File: src/core/slqc_pkg.sv
// Package for the serial link quick setup register bank.
// Assumes a single core clock and a parallel register access port from the
// serial control port, eight-bit data, one access per cycle.
package slqc_pkg;

  localparam int ADDR_W = 13;
  localparam int DATA_W = 8;

  // Register offsets
  localparam logic [ADDR_W-1:0] OFS_QUICK_SETUP = 13'h005E;
  localparam logic [ADDR_W-1:0] OFS_OUT_MODE = 13'h0063;
  localparam logic [ADDR_W-1:0] OFS_LANE_COUNT = 13'h006E;
  localparam logic [ADDR_W-1:0] OFS_FORMAT_A = 13'h0072;
  localparam logic [ADDR_W-1:0] OFS_FORMAT_B = 13'h0073;

  // Field widths and positions (all fields sit at bit 0)
  localparam int MODE_W = 4;
  localparam int FIELD_W = 5;
  localparam int FIELD_LSB = 0;

  // Values after reset
  localparam logic [DATA_W-1:0] RST_QUICK_SETUP = 8'h00;
  localparam logic [MODE_W-1:0] RST_OUT_MODE = 4'h0;
  localparam logic [FIELD_W-1:0] RST_LANE_COUNT = 5'h00;
  localparam logic [FIELD_W-1:0] RST_FORMAT_A = 5'h00;
  localparam logic [FIELD_W-1:0] RST_FORMAT_B = 5'h00;

  // Quick setup codes
  localparam logic [DATA_W-1:0] QS_NONE = 8'h00;
  localparam logic [DATA_W-1:0] QS_TWO_LANE = 8'h02;
  localparam logic [DATA_W-1:0] QS_FOUR_LANE = 8'h04;
  localparam logic [DATA_W-1:0] QS_SIX_LANE = 8'h06;
  localparam logic [DATA_W-1:0] QS_EIGHT_LANE = 8'h08;
  localparam logic [DATA_W-1:0] QS_DOUBLE_EIGHT = 8'h48;
  localparam logic [DATA_W-1:0] QS_SINGLE_HI_ONE = 8'h81;
  localparam logic [DATA_W-1:0] QS_SINGLE_HI_TWO = 8'h82;
  localparam logic [DATA_W-1:0] QS_SINGLE_LO_ONE = 8'h91;
  localparam logic [DATA_W-1:0] QS_DUAL_HI_ONE = 8'hC1;

  // Preset field values
  localparam logic [MODE_W-1:0] MODE_GENERIC = 4'h0;
  localparam logic [MODE_W-1:0] MODE_DOUBLE = 4'h4;
  localparam logic [MODE_W-1:0] MODE_SINGLE_HI = 4'h8;
  localparam logic [MODE_W-1:0] MODE_SINGLE_LO = 4'h9;
  localparam logic [MODE_W-1:0] MODE_DUAL_HI = 4'hC;
  localparam logic [FIELD_W-1:0] LANES_1 = 5'h00;
  localparam logic [FIELD_W-1:0] LANES_2 = 5'h01;
  localparam logic [FIELD_W-1:0] LANES_4 = 5'h03;
  localparam logic [FIELD_W-1:0] LANES_6 = 5'h05;
  localparam logic [FIELD_W-1:0] LANES_8 = 5'h07;
  localparam logic [FIELD_W-1:0] FMT_B = 5'h0B;
  localparam logic [FIELD_W-1:0] FMT_F = 5'h0F;

  // Register access request from the serial control port
  typedef struct packed {
    logic wr;
    logic rd;
    logic [ADDR_W-1:0] addr;
    logic [DATA_W-1:0] wdata;
  } slqc_req_t;

  // Link configuration fields driven into the link logic
  typedef struct packed {
    logic [MODE_W-1:0] out_mode;
    logic [FIELD_W-1:0] lane_count;
    logic [FIELD_W-1:0] format_a;
    logic [FIELD_W-1:0] format_b;
  } slqc_cfg_t;

  // Decoded preset
  typedef struct packed {
    logic hit;
    slqc_cfg_t cfg;
  } slqc_preset_t;

endpackage : slqc_pkg

File: src/core/slqc_top.sv
// Serial link quick setup register and the link configuration fields it loads.
// Assumes register accesses arrive as single-cycle strobes on core_clk_i from
// the serial control port logic; write and read are not issued together.
// Notes on behaviour
// - Quick setup register clears itself after every write; reads return zero.
// - Writing quick setup only overwrites other link fields, nothing else.
// - Code zero loads nothing; link fields keep their values.
// - Code 0x02 loads mode 0x0, lanes 0x1, formats 0xB and 0xF.
// - Code 0x04 loads mode 0x0, lanes 0x3, formats 0xB and 0xF.
// - Code 0x06 loads mode 0x0, lanes 0x5, both formats 0xB.
// - Code 0x08 loads mode 0x0, lanes 0x7, formats 0xB and 0xF.
// - Code 0x48 loads mode 0x4, lanes 0x7, both formats 0xF.
// - Code 0x81 loads mode 0x8, lanes 0x0, both formats 0xF.
// - Code 0x82 loads mode 0x8, lanes 0x1, both formats 0xF.
// - Code 0x91 loads mode 0x9, lanes 0x0, both formats 0xF.
// - Code 0xC1 loads mode 0xC, lanes 0x0, both formats 0xF.
// - Unmapped or reserved codes change no field; register still clears.
`timescale 1ns/1ps
module slqc_top (
  input wire logic core_clk_i,
  input wire logic rst_n_i,
  input wire slqc_pkg::slqc_req_t req_i,
  output logic [slqc_pkg::DATA_W-1:0] rd_data_o,
  output logic rd_valid_o,
  output slqc_pkg::slqc_cfg_t link_cfg_o
);
  import slqc_pkg::*;

  typedef struct packed {
    slqc_cfg_t cfg;
    logic [DATA_W-1:0] quick;
    logic [DATA_W-1:0] rd_data;
    logic rd_valid;
  } slqc_state_t;

  slqc_state_t state;
  slqc_state_t next_state;
  slqc_preset_t preset;

  function automatic slqc_preset_t decode_preset(input logic [DATA_W-1:0] code);
    slqc_preset_t p;
    p.hit = 1'b1;
    p.cfg = '0;
    unique case (code)
      QS_TWO_LANE: p.cfg = '{MODE_GENERIC, LANES_2, FMT_B, FMT_F};
      QS_FOUR_LANE: p.cfg = '{MODE_GENERIC, LANES_4, FMT_B, FMT_F};
      QS_SIX_LANE: p.cfg = '{MODE_GENERIC, LANES_6, FMT_B, FMT_B};
      QS_EIGHT_LANE: p.cfg = '{MODE_GENERIC, LANES_8, FMT_B, FMT_F};
      QS_DOUBLE_EIGHT: p.cfg = '{MODE_DOUBLE, LANES_8, FMT_F, FMT_F};
      QS_SINGLE_HI_ONE: p.cfg = '{MODE_SINGLE_HI, LANES_1, FMT_F, FMT_F};
      QS_SINGLE_HI_TWO: p.cfg = '{MODE_SINGLE_HI, LANES_2, FMT_F, FMT_F};
      QS_SINGLE_LO_ONE: p.cfg = '{MODE_SINGLE_LO, LANES_1, FMT_F, FMT_F};
      QS_DUAL_HI_ONE: p.cfg = '{MODE_DUAL_HI, LANES_1, FMT_F, FMT_F};
      default: p.hit = 1'b0;
    endcase
    return p;
  endfunction : decode_preset

  // Field readback; upper bits of each register read as zero
  function automatic logic [DATA_W-1:0] read_mux(input slqc_state_t s,
                                                 input logic [ADDR_W-1:0] a);
    logic [DATA_W-1:0] d;
    d = '0;
    unique case (a)
      OFS_QUICK_SETUP: d = s.quick;
      OFS_OUT_MODE: d = {{(DATA_W-MODE_W){1'b0}}, s.cfg.out_mode};
      OFS_LANE_COUNT: d = {{(DATA_W-FIELD_W){1'b0}}, s.cfg.lane_count};
      OFS_FORMAT_A: d = {{(DATA_W-FIELD_W){1'b0}}, s.cfg.format_a};
      OFS_FORMAT_B: d = {{(DATA_W-FIELD_W){1'b0}}, s.cfg.format_b};
      default: d = '0;
    endcase
    return d;
  endfunction : read_mux

  assign preset = decode_preset(req_i.wdata);

  always_comb begin
    next_state = state;
    next_state.rd_valid = 1'b0;
    // Self clearing: the code is never held, so it cannot be read back
    next_state.quick = RST_QUICK_SETUP;
    if (req_i.wr) begin
      unique case (req_i.addr)
        OFS_QUICK_SETUP: begin
          // Preset is registered on the edge that samples the write; no link action beyond the load
          if (preset.hit) begin
            next_state.cfg = preset.cfg;
          end
        end
        OFS_OUT_MODE: next_state.cfg.out_mode = req_i.wdata[FIELD_LSB +: MODE_W];
        OFS_LANE_COUNT: next_state.cfg.lane_count = req_i.wdata[FIELD_LSB +: FIELD_W];
        OFS_FORMAT_A: next_state.cfg.format_a = req_i.wdata[FIELD_LSB +: FIELD_W];
        OFS_FORMAT_B: next_state.cfg.format_b = req_i.wdata[FIELD_LSB +: FIELD_W];
        default: next_state.cfg = state.cfg;
      endcase
    end else if (req_i.rd) begin
      next_state.rd_data = read_mux(state, req_i.addr);
      next_state.rd_valid = 1'b1;
    end
  end

  always_ff @(posedge core_clk_i or negedge rst_n_i) begin
    if (!rst_n_i) begin
      state.cfg <= '{RST_OUT_MODE, RST_LANE_COUNT, RST_FORMAT_A, RST_FORMAT_B};
      state.quick <= RST_QUICK_SETUP;
      state.rd_data <= '0;
      state.rd_valid <= 1'b0;
    end else begin
      state <= next_state;
    end
  end

  assign rd_data_o = state.rd_data;
  assign rd_valid_o = state.rd_valid;
  assign link_cfg_o = state.cfg;

endmodule : slqc_top

File: config.mk
export PLATFORM = sky130hd
export DESIGN_NAME = slqc_top
export DESIGN_NICKNAME = d
export VERILOG_FILES = /design/src/core/slqc_pkg.sv /design/src/core/slqc_top.sv
export SDC_FILE = /design/constraint.sdc
export NUM_CORES = 1
export LEC_CHECK = 0
export BUFFER_PORTS_ARGS = -buffer_cell sky130_fd_sc_hd__buf_2
export CORE_ASPECT_RATIO = 0.9
export CORE_UTILIZATION = 50
export DETAILED_ROUTE_END_ITERATION = 10
export PLACE_DENSITY = 0.75
export SLEW_MARGIN = 5
export SYNTH_ARGS = -nofsm -noshare
export SYNTH_HDL_FRONTEND = slang
export SYNTH_SLANG_ARGS = --single-unit
File: constraint.sdc
create_clock -name core_clk_i -period 1.3 [get_ports core_clk_i]
set_input_delay 0.13 -clock core_clk_i [delete_from_list [all_inputs] [get_ports core_clk_i]]
set_output_delay 0.13 -clock core_clk_i [all_outputs]
set_load 0.02 [all_outputs]
* Yosys cells after proc, flatten, opt, wreduce, memory -nomap -nowiden
Cells that the tools add are included.
** Word-level totals
- Flip-flop bits (word level) :: 25
- Input port bits :: 25
- Word-level logic and storage cells :: 42
** Operators by class
- Eq/ne operators :: 15
- Mux-type cells :: 10
- Bitwise gates (word level) :: 1
- Reduce and logical (&&, ||, !) cells :: 10
** Operators by type and width (count)
- 19-bit case mux with 9 select lines :: 1
- 13-bit by 7-bit == test with 1-bit output (second input constant) :: 5
- 8-bit == test (second input constant) :: 4
- 5-bit case mux with 2 select lines :: 3
- 5-bit case mux with 4 select lines :: 1
- 19-bit 2-to-1 mux :: 1
- 8-bit by 3-bit == test with 1-bit output (second input constant) :: 2
- 3-bit AND reduction :: 4
- 9-bit OR reduction :: 1
- 8-bit by 2-bit == test with 1-bit output (second input constant) :: 1
- 8-bit by 4-bit == test with 1-bit output (second input constant) :: 1
- 8-bit by 7-bit == test with 1-bit output (second input constant) :: 1
- 4-bit case mux with 2 select lines :: 1
- 2-bit nonzero test :: 4
- 1-bit 2-to-1 mux :: 3
- 2-bit inequality test (second input constant) :: 1
- 2-bit AND reduction :: 1
- 1-bit NOT :: 1

* Longest topological paths before layout
Gate-level depths: netlist of run 1.
- Depth after elaboration :: 5
- Mapped depth :: 7

* Worst setup path after synthesis of run 1
OpenSTA, ideal clock, no wires.
- Path kind :: input to register
- From :: input port req_i[17] in the netlist's numbering
- To :: register state (netlist bit link_cfg_o[13])
- Library setup time :: 0.122 ns
- Arrival time :: 1.734 ns
- Setup slack :: -0.556 ns
- Stages :: 6
- Buffers on the path :: 1
- Cells stage by stage :: or3_1 buf_6 or4_4 nor3b_2 o211ai_1 a32o_1
** Between the ends
- Cells in the longest elaborated chain, start to end :: 3
- Elaborated cells between the ends (all ways) :: 6
- Classes of those cells :: 3 x eq/ne; 1 x mux; 2 x reduce/logical
** RTL lines
- start: declaration :: RTL line slqc_top.sv:22 : input wire slqc_pkg::slqc_req_t req_i,
- 13-bit by 7-bit == test with 1-bit output :: RTL line slqc_top.sv:83 : unique case (req_i.addr)
- 2-bit inequality test (no source line) / 2-bit nonzero test (equally long branches)
- 3-bit AND reduction (no source line)
- end signal: assignment :: RTL line slqc_top.sv:109 : state <= next_state;
- end: declaration :: RTL line slqc_top.sv:36 : slqc_state_t state;
Several ways; a longest one is shown, not always the timed one.
A chain may end at the register's enable or synchronous reset.

* Worst setup path after layout of run 1
- From :: input port req_i[18] in the netlist's numbering
- To :: register state (netlist bit link_cfg_o[17])
The elaborated chain is that of the path after synthesis.

==> impl_metrics.ini, run 1 <==
[outcome]
status = finished, violations left
violations = negative setup slack

[sta]
hold_viol = 0
min_period_ns = 1.66
rsz0062_at_grt = yes
report.final.slew_viol_count = 0
fin_crit_sh = 1.27
worst_slew_pin_slew_ns = 0.542
setup_violations = 24
fin_ws_ns = -0.357
slew_headroom = 0.638
fmax_mhz = 604
fin_worst_skew_ns = 0.0103

[synthesis]
synthCells = 166
synth_cell_type_count = 53
ys_seq_elements = 25
synth-main-ff-cell = dfrtp_1
ys_seq_area_frac = 0.383
netlist_area_um2 = 1630
avgSynthCellArea_um2 = 9.84
synth_warnings = 0
synth_edf_count = 0
synthArstFlopShare = 1.00

[global_routing]
grt-ovfl-total = 0
grt_pass1_vias = 1843
grt_pass1_wl_um = 9200
grtUsageMet3 = 0.0861
grt_max_degree = 26
antenna_found_initial = 0
grt_use_met2 = 0.570
use_met1 = 0.424
track_usage = 0.346
top_usage_layer = met2

[setup_path]
cp-start-kind = primary input
max_stage_delay_ns = 0.55
path_depth = 6
crit_path_start = req_i[18]
cpMaxStageDelayCell = or4b_4
reg2reg_slack_ns = 0.20
path_buf_inv = 1
reg2reg_to = rd_data_o[2]$_DFFE_PN0P_
cp_max_fo = 4
path_cells = buf_8 > or4b_4 > nor4_4 > o21ba_4 > a21oi_4 > mux2_4
rr_worst_depth = 3
worstPathArrival_ns = 1.89
path_class = in2reg
crit_end = link_cfg_o[17]$_DFFE_PN0P_
endpoint_kind = flop
crit_required_ns = 1.54
r2r-start = link_cfg_o[2]$_DFFE_PN0P_
critical_path.top_delay_family = simple AND/OR/NAND/NOR gates

[pwr]
p_clk_frac = 0.241
p_leak_uw = 0.00125
pwr-share-comb = 0.231
power_density_nw_per_um2 = 565
worst_ir_drop_vdd_v = 0.000636
seqPwrFrac = 0.528
switching_share = 0.289
switchingPower_uw = 429
internal-power_uw = 1060
finalPower_uw = 1490

[placed_design]
gp_congestion = 0.845
io_buffer_count = 49
dp_hpwl_um = 3900
pre_cts_ws_ns = -0.758
dpl-instance-area_um2 = 2200

[routing]
vias = 2038
post_drt_wl_per_cell_um = 22.3
ant_nets = 0
drc_errors = 0
vias_per_cell = 6.68
first_pass_iters = 6
finalWirelength_um = 6810
first_iter_violations = 228

[floorplanning]
rows = 19
placeableCoreArea_um2 = 3090
die_w_um = 62.3
start_util = 0.529
fp.dieH_um = 56.2
die_area_um2 = 3500
pin_count = 53

[clocking]
htreeDepth = 1
clock-sinks = 25
clk_pin_slew_ns = 0.14
root_buffer = clkbuf_4
clk_latency_ns = 0.34
cts_tree = built
numCtsBuffers = 3
clk_path_buf_depth = 2

[hold_path]
hp-class = in2reg

[job]
max_cap_viol_count = 0

[finish]
insertedDiodeCount = 0
fillerInstances = 161
mostFrequentLayoutCells = buf_2 (41), buf_4 (41), dfrtp_1 (25), buf_6 (17), nand2_1 (14)
nNetsFinal = 289
final_layout_size_suffix_gt1_frac = 0.570
final_area_um2 = 2630
area_delta_synth_final_pct = 61.0
final_core_util = 0.851
## timing repair
| action | 4_1_cts | 5_1_grt |
|---|---|---|
| pin swaps | 15 | 33 |
| buffers inserted | 7 | 6 |
| hold endpoints to repair | 25 | 0 |
| hold buffers | 1 | 0 |
| endpoints found under the setup margin | 24 | 24 |
| resized for setup | 28 | 43 |
## registers in the layout, summed over array words and instances (netlist names)
signal and cells:
rd_data_o 5, link_cfg_o 19, rd_valid_o 1
## cells by family (layout without fill, tap and decap cells)
| group | Yosys count | after routing | share of synthesized area |
|---|---|---|---|
| AOI/OAI and AO/OA | 57 | 57 | 0.260 |
| buffers and inverters | 18 | 113 | 0.0544 |
| DFF | 25 | 25 | 0.383 |
| muxes | 6 | 6 | 0.0421 |
| other | 1 | 3 | 0.00229 |
| and+or+nand+nor | 59 | 59 | 0.258 |
## synth_stat cells, types with 3 or more instances
master,number,share of area
nor4_2,3,0.023
nand2_1,14,0.032
buf_4,3,0.014
a221oi_1,4,0.021
o22a_1,7,0.038
clkbuf_1,4,0.0092
nand3b_1,3,0.014
nor3b_1,4,0.018
o21ai_0,15,0.046
or4b_1,3,0.018
a21oi_1,4,0.012
a22o_1,6,0.032
dfrtp_1,25,0.38
a2bb2oi_1,3,0.016
o22ai_1,4,0.015
inv_1,8,0.018
or2_2,3,0.011
mux2_2,3,0.021
nor2_1,8,0.018
## metrics by stage
stage | hold slack [ns] | cells | TNS (ns)
after floorplan | -0.166 | 168 | -9.63
after global placement | 0.129 | 288 | -14.18
after detailed placement | 0.148 | 288 | -15.47
after CTS | 0.0593 | 300 | -5.53
after global routing | 0.140 | 305 | -7.04
final | 0.104 | 305 | -6.36
## power by group through the flow
stage / clock, µW / combinational [µW] / sequential [µW]
after floorplan: 0 / 108 / 806
after global placement: 0 / 251 / 800
after detailed placement: 0 / 264 / 800
after CTS: 357 / 289 / 785
after global routing: 384 / 359 / 786
final: 359 / 343 / 786
## how the worst min path moves through the flow
| stage | from | end | slack (ns) | depth (start not counted) |
|---|---|---|---|---|
| after global routing | req_i[21] | rd_valid_o$_DFF_PN0_ | 0.14 | 3 |
| final | req_i[21] | rd_valid_o$_DFF_PN0_ | 0.10 | 3 |
| after global placement | rst_n_i | link_cfg_o[17]$_DFFE_PN0P_ | 0.13 | 1 |
| after detailed placement | rst_n_i | link_cfg_o[17]$_DFFE_PN0P_ | 0.15 | 1 |
| after floorplan | rst_n_i | link_cfg_o[0]$_DFFE_PN0P_ | -0.17 | 0 |
| after CTS | req_i[21] | rd_valid_o$_DFF_PN0_ | 0.06 | 3 |
## worst min-delay path: stages
cell	delay [ns]
buf_2	0.09
nand2_1	0.07
inv_1	0.10
## layer usage
metal / wire [µm] / up-vias
met5: 0 / -
met4: 392 / 0
met3: 725 / 41
met2: 3190 / 176
met1: 2500 / 973
li1: - / 848
## layout make-up
class	count	area (µm²)	area share
Timing Repair Buffer	101	729	0.277
Multi-Input combinational cell	125	1170	0.444
Sequential cell	25	626	0.238
Tap cell	42	52.6	0.0200
Inverter	8	30.0	0.0114
Clock buffer	4	26.3	0.00999
Power figures use the tool's default switching activity.
==> run 2, diff against run 1 <==
REMOVE_ABC_BUFFERS = 1   (was unset)
==> run 2 against run 1 <==
The run still ends with negative setup slack left. Via count decreased by 0.88%. Combinational power increased by 7.9%. Non-clock buffer count increased by 7. Power increased by 2.5%. Clock skew increased by 0.011 ns. Largest power group unchanged. Global-route usage increased by 0.29 points. Wire length decreased by 0.47%. Setup slack got worse by 0.074 ns. Sequential power about the same. Register-to-register slack got worse by 0.12 ns.
==> impl_metrics.ini, run 2 (same netlist as run 1, synthesis figures left out) <==
[outcome]
status = finished, violations left
violations = negative setup slack

[global_routing]
grt-ovfl-total = 0
grt_max_degree = 26
grt_pass1_wl_um = 9410
grt_pass1_vias = 1847
antenna_found_initial = 0
track_usage = 0.349

[setup_path]
max_stage_delay_ns = 0.42
cp_max_fo = 9
crit_path_start = req_i[10]
path_buf_inv = 4
reg2reg_to = rd_data_o[3]$_DFFE_PN0P_
rr_worst_depth = 3
path_class = in2reg
crit_required_ns = 1.55
endpoint_kind = flop
critical_path.top_delay_family = simple AND/OR/NAND/NOR gates
worstPathArrival_ns = 1.98
reg2reg_slack_ns = 0.08
cpMaxStageDelayCell = or3b_4
path_cells = buf_6 > or3b_4 > buf_6 > nor4_4 > buf_4 > buf_4 > o21ai_0 > mux2_4
crit_end = link_cfg_o[17]$_DFFE_PN0P_
cp-start-kind = primary input
r2r-start = link_cfg_o[3]$_DFFE_PN0P_
path_depth = 8

[clocking]
numCtsBuffers = 3
root_buffer = clkbuf_4
clock-sinks = 25
htreeDepth = 1
clk_path_buf_depth = 2
clk_pin_slew_ns = 0.15
cts_tree = built
clk_latency_ns = 0.35

[placed_design]
dp.cells = 296
dp_hpwl_um = 3860
io_buffer_count = 49
gp_congestion = 0.895
dpl-instance-area_um2 = 2230
pre_cts_ws_ns = -0.818

[sta]
fin_worst_skew_ns = 0.0216
fin_ws_ns = -0.431
finalSetupTns_ns = -5.53
worst_slew_pin_slew_ns = 0.578
report.final.slew_viol_count = 0
fin_crit_sh = 1.33
fmax_mhz = 578
rsz0062_at_grt = yes
hold_viol = 0
slew_headroom = 0.615
min_period_ns = 1.73
setup_violations = 24

[routing]
first_iter_violations = 234
vias = 2020
vias_per_cell = 6.47
drc_errors = 0
post_drt_wl_per_cell_um = 21.7
finalWirelength_um = 6780
first_pass_iters = 5
ant_nets = 0

[floorplanning]
die_w_um = 62.3
fp.dieH_um = 56.2
pin_count = 53
placeableCoreArea_um2 = 3090
rows = 19
die_area_um2 = 3500
start_util = 0.529

[pwr]
p_clk_frac = 0.242
seqPwrFrac = 0.515
p_leak_uw = 0.00129
power_density_nw_per_um2 = 565
switchingPower_uw = 451
worst_ir_drop_vdd_v = 0.000686
switching_share = 0.296
internal-power_uw = 1070
pwr-share-comb = 0.243

[finish]
nNetsFinal = 296
insertedDiodeCount = 0
layoutNonFillerInstCount = 312
final_common_cell = buf_4
area_delta_synth_final_pct = 65.0
largest_reg_flops = 19
final_area_um2 = 2700
mostFrequentLayoutCells = buf_4 (46), buf_2 (42), dfrtp_1 (25), buf_6 (17), nand2_1 (13)
final_layout_size_suffix_gt1_frac = 0.600

[job]
max_cap_viol_count = 0

[hold_path]
hp-class = in2reg
## run 2: what timing repair did
action | CTS | global route
setup buffers | 7 | 4
setup endpoints to repair | 24 | 24
resized for setup | 53 | 25
hold buffers | 1 | 0
endpoints found under the hold margin | 25 | 0
pin swaps | 32 | 21
## run 2: worst min-delay path by stage
stage | from | endpoint | slack (ns) | cells past startpoint
4_1_cts | req_i[21] | rd_valid_o$_DFF_PN0_ | 0.03 | 3
3_3_place_gp | rst_n_i | rd_valid_o$_DFF_PN0_ | 0.14 | 1
3_5_place_dp | rst_n_i | rd_valid_o$_DFF_PN0_ | 0.15 | 1
6_report | req_i[21] | rd_valid_o$_DFF_PN0_ | 0.07 | 3
5_1_grt | req_i[21] | rd_valid_o$_DFF_PN0_ | 0.07 | 3
2_1_floorplan | rst_n_i | link_cfg_o[0]$_DFFE_PN0P_ | -0.17 | 0
## run 2: routing by layer
metal	share of wire	routed length [µm]	track usage
met1	0.38	2550	0.437
met2	0.48	3230	0.576
met3	0.10	679	0.0881
met4	0.047	320	0.140
met5	0	0	0
## run 2: layout make-up
type | count | area [µm²]
clock buffer | 3 | 22.5
clock inverter | 1 | 5.00
fill | 152 | 394
inverter | 8 | 30.0
multi-input combinational | 125 | 1170
sequential | 25 | 626
tap | 42 | 52.6
timing repair buffer | 108 | 787
## run 2: worst reg2reg max path, cell delays in order, from the launching register on
cell and delay [ns]:
dfrtp_1 0.43, a22o_1 0.26, a221oi_2 0.26, o21ai_1 0.17
## run 2: power groups by stage
stage	sequential, µW	clock (µW)	combinational (µW)
2_1_floorplan	806	0	79.1
3_3_place_gp	800	0	264
3_5_place_dp	800	0	272
4_1_cts	785	362	313
5_1_grt	786	386	385
6_report	786	369	370
## run 2: stage by stage
stage	util	hold WS, ns	total power, µW
global placement	0.723	0.139	1060
detailed placement	0.723	0.146	1070
floorplan	-	-0.166	885
global route	0.872	0.0710	1560
finish	0.872	0.0721	1520
CTS	0.823	0.0313	1460
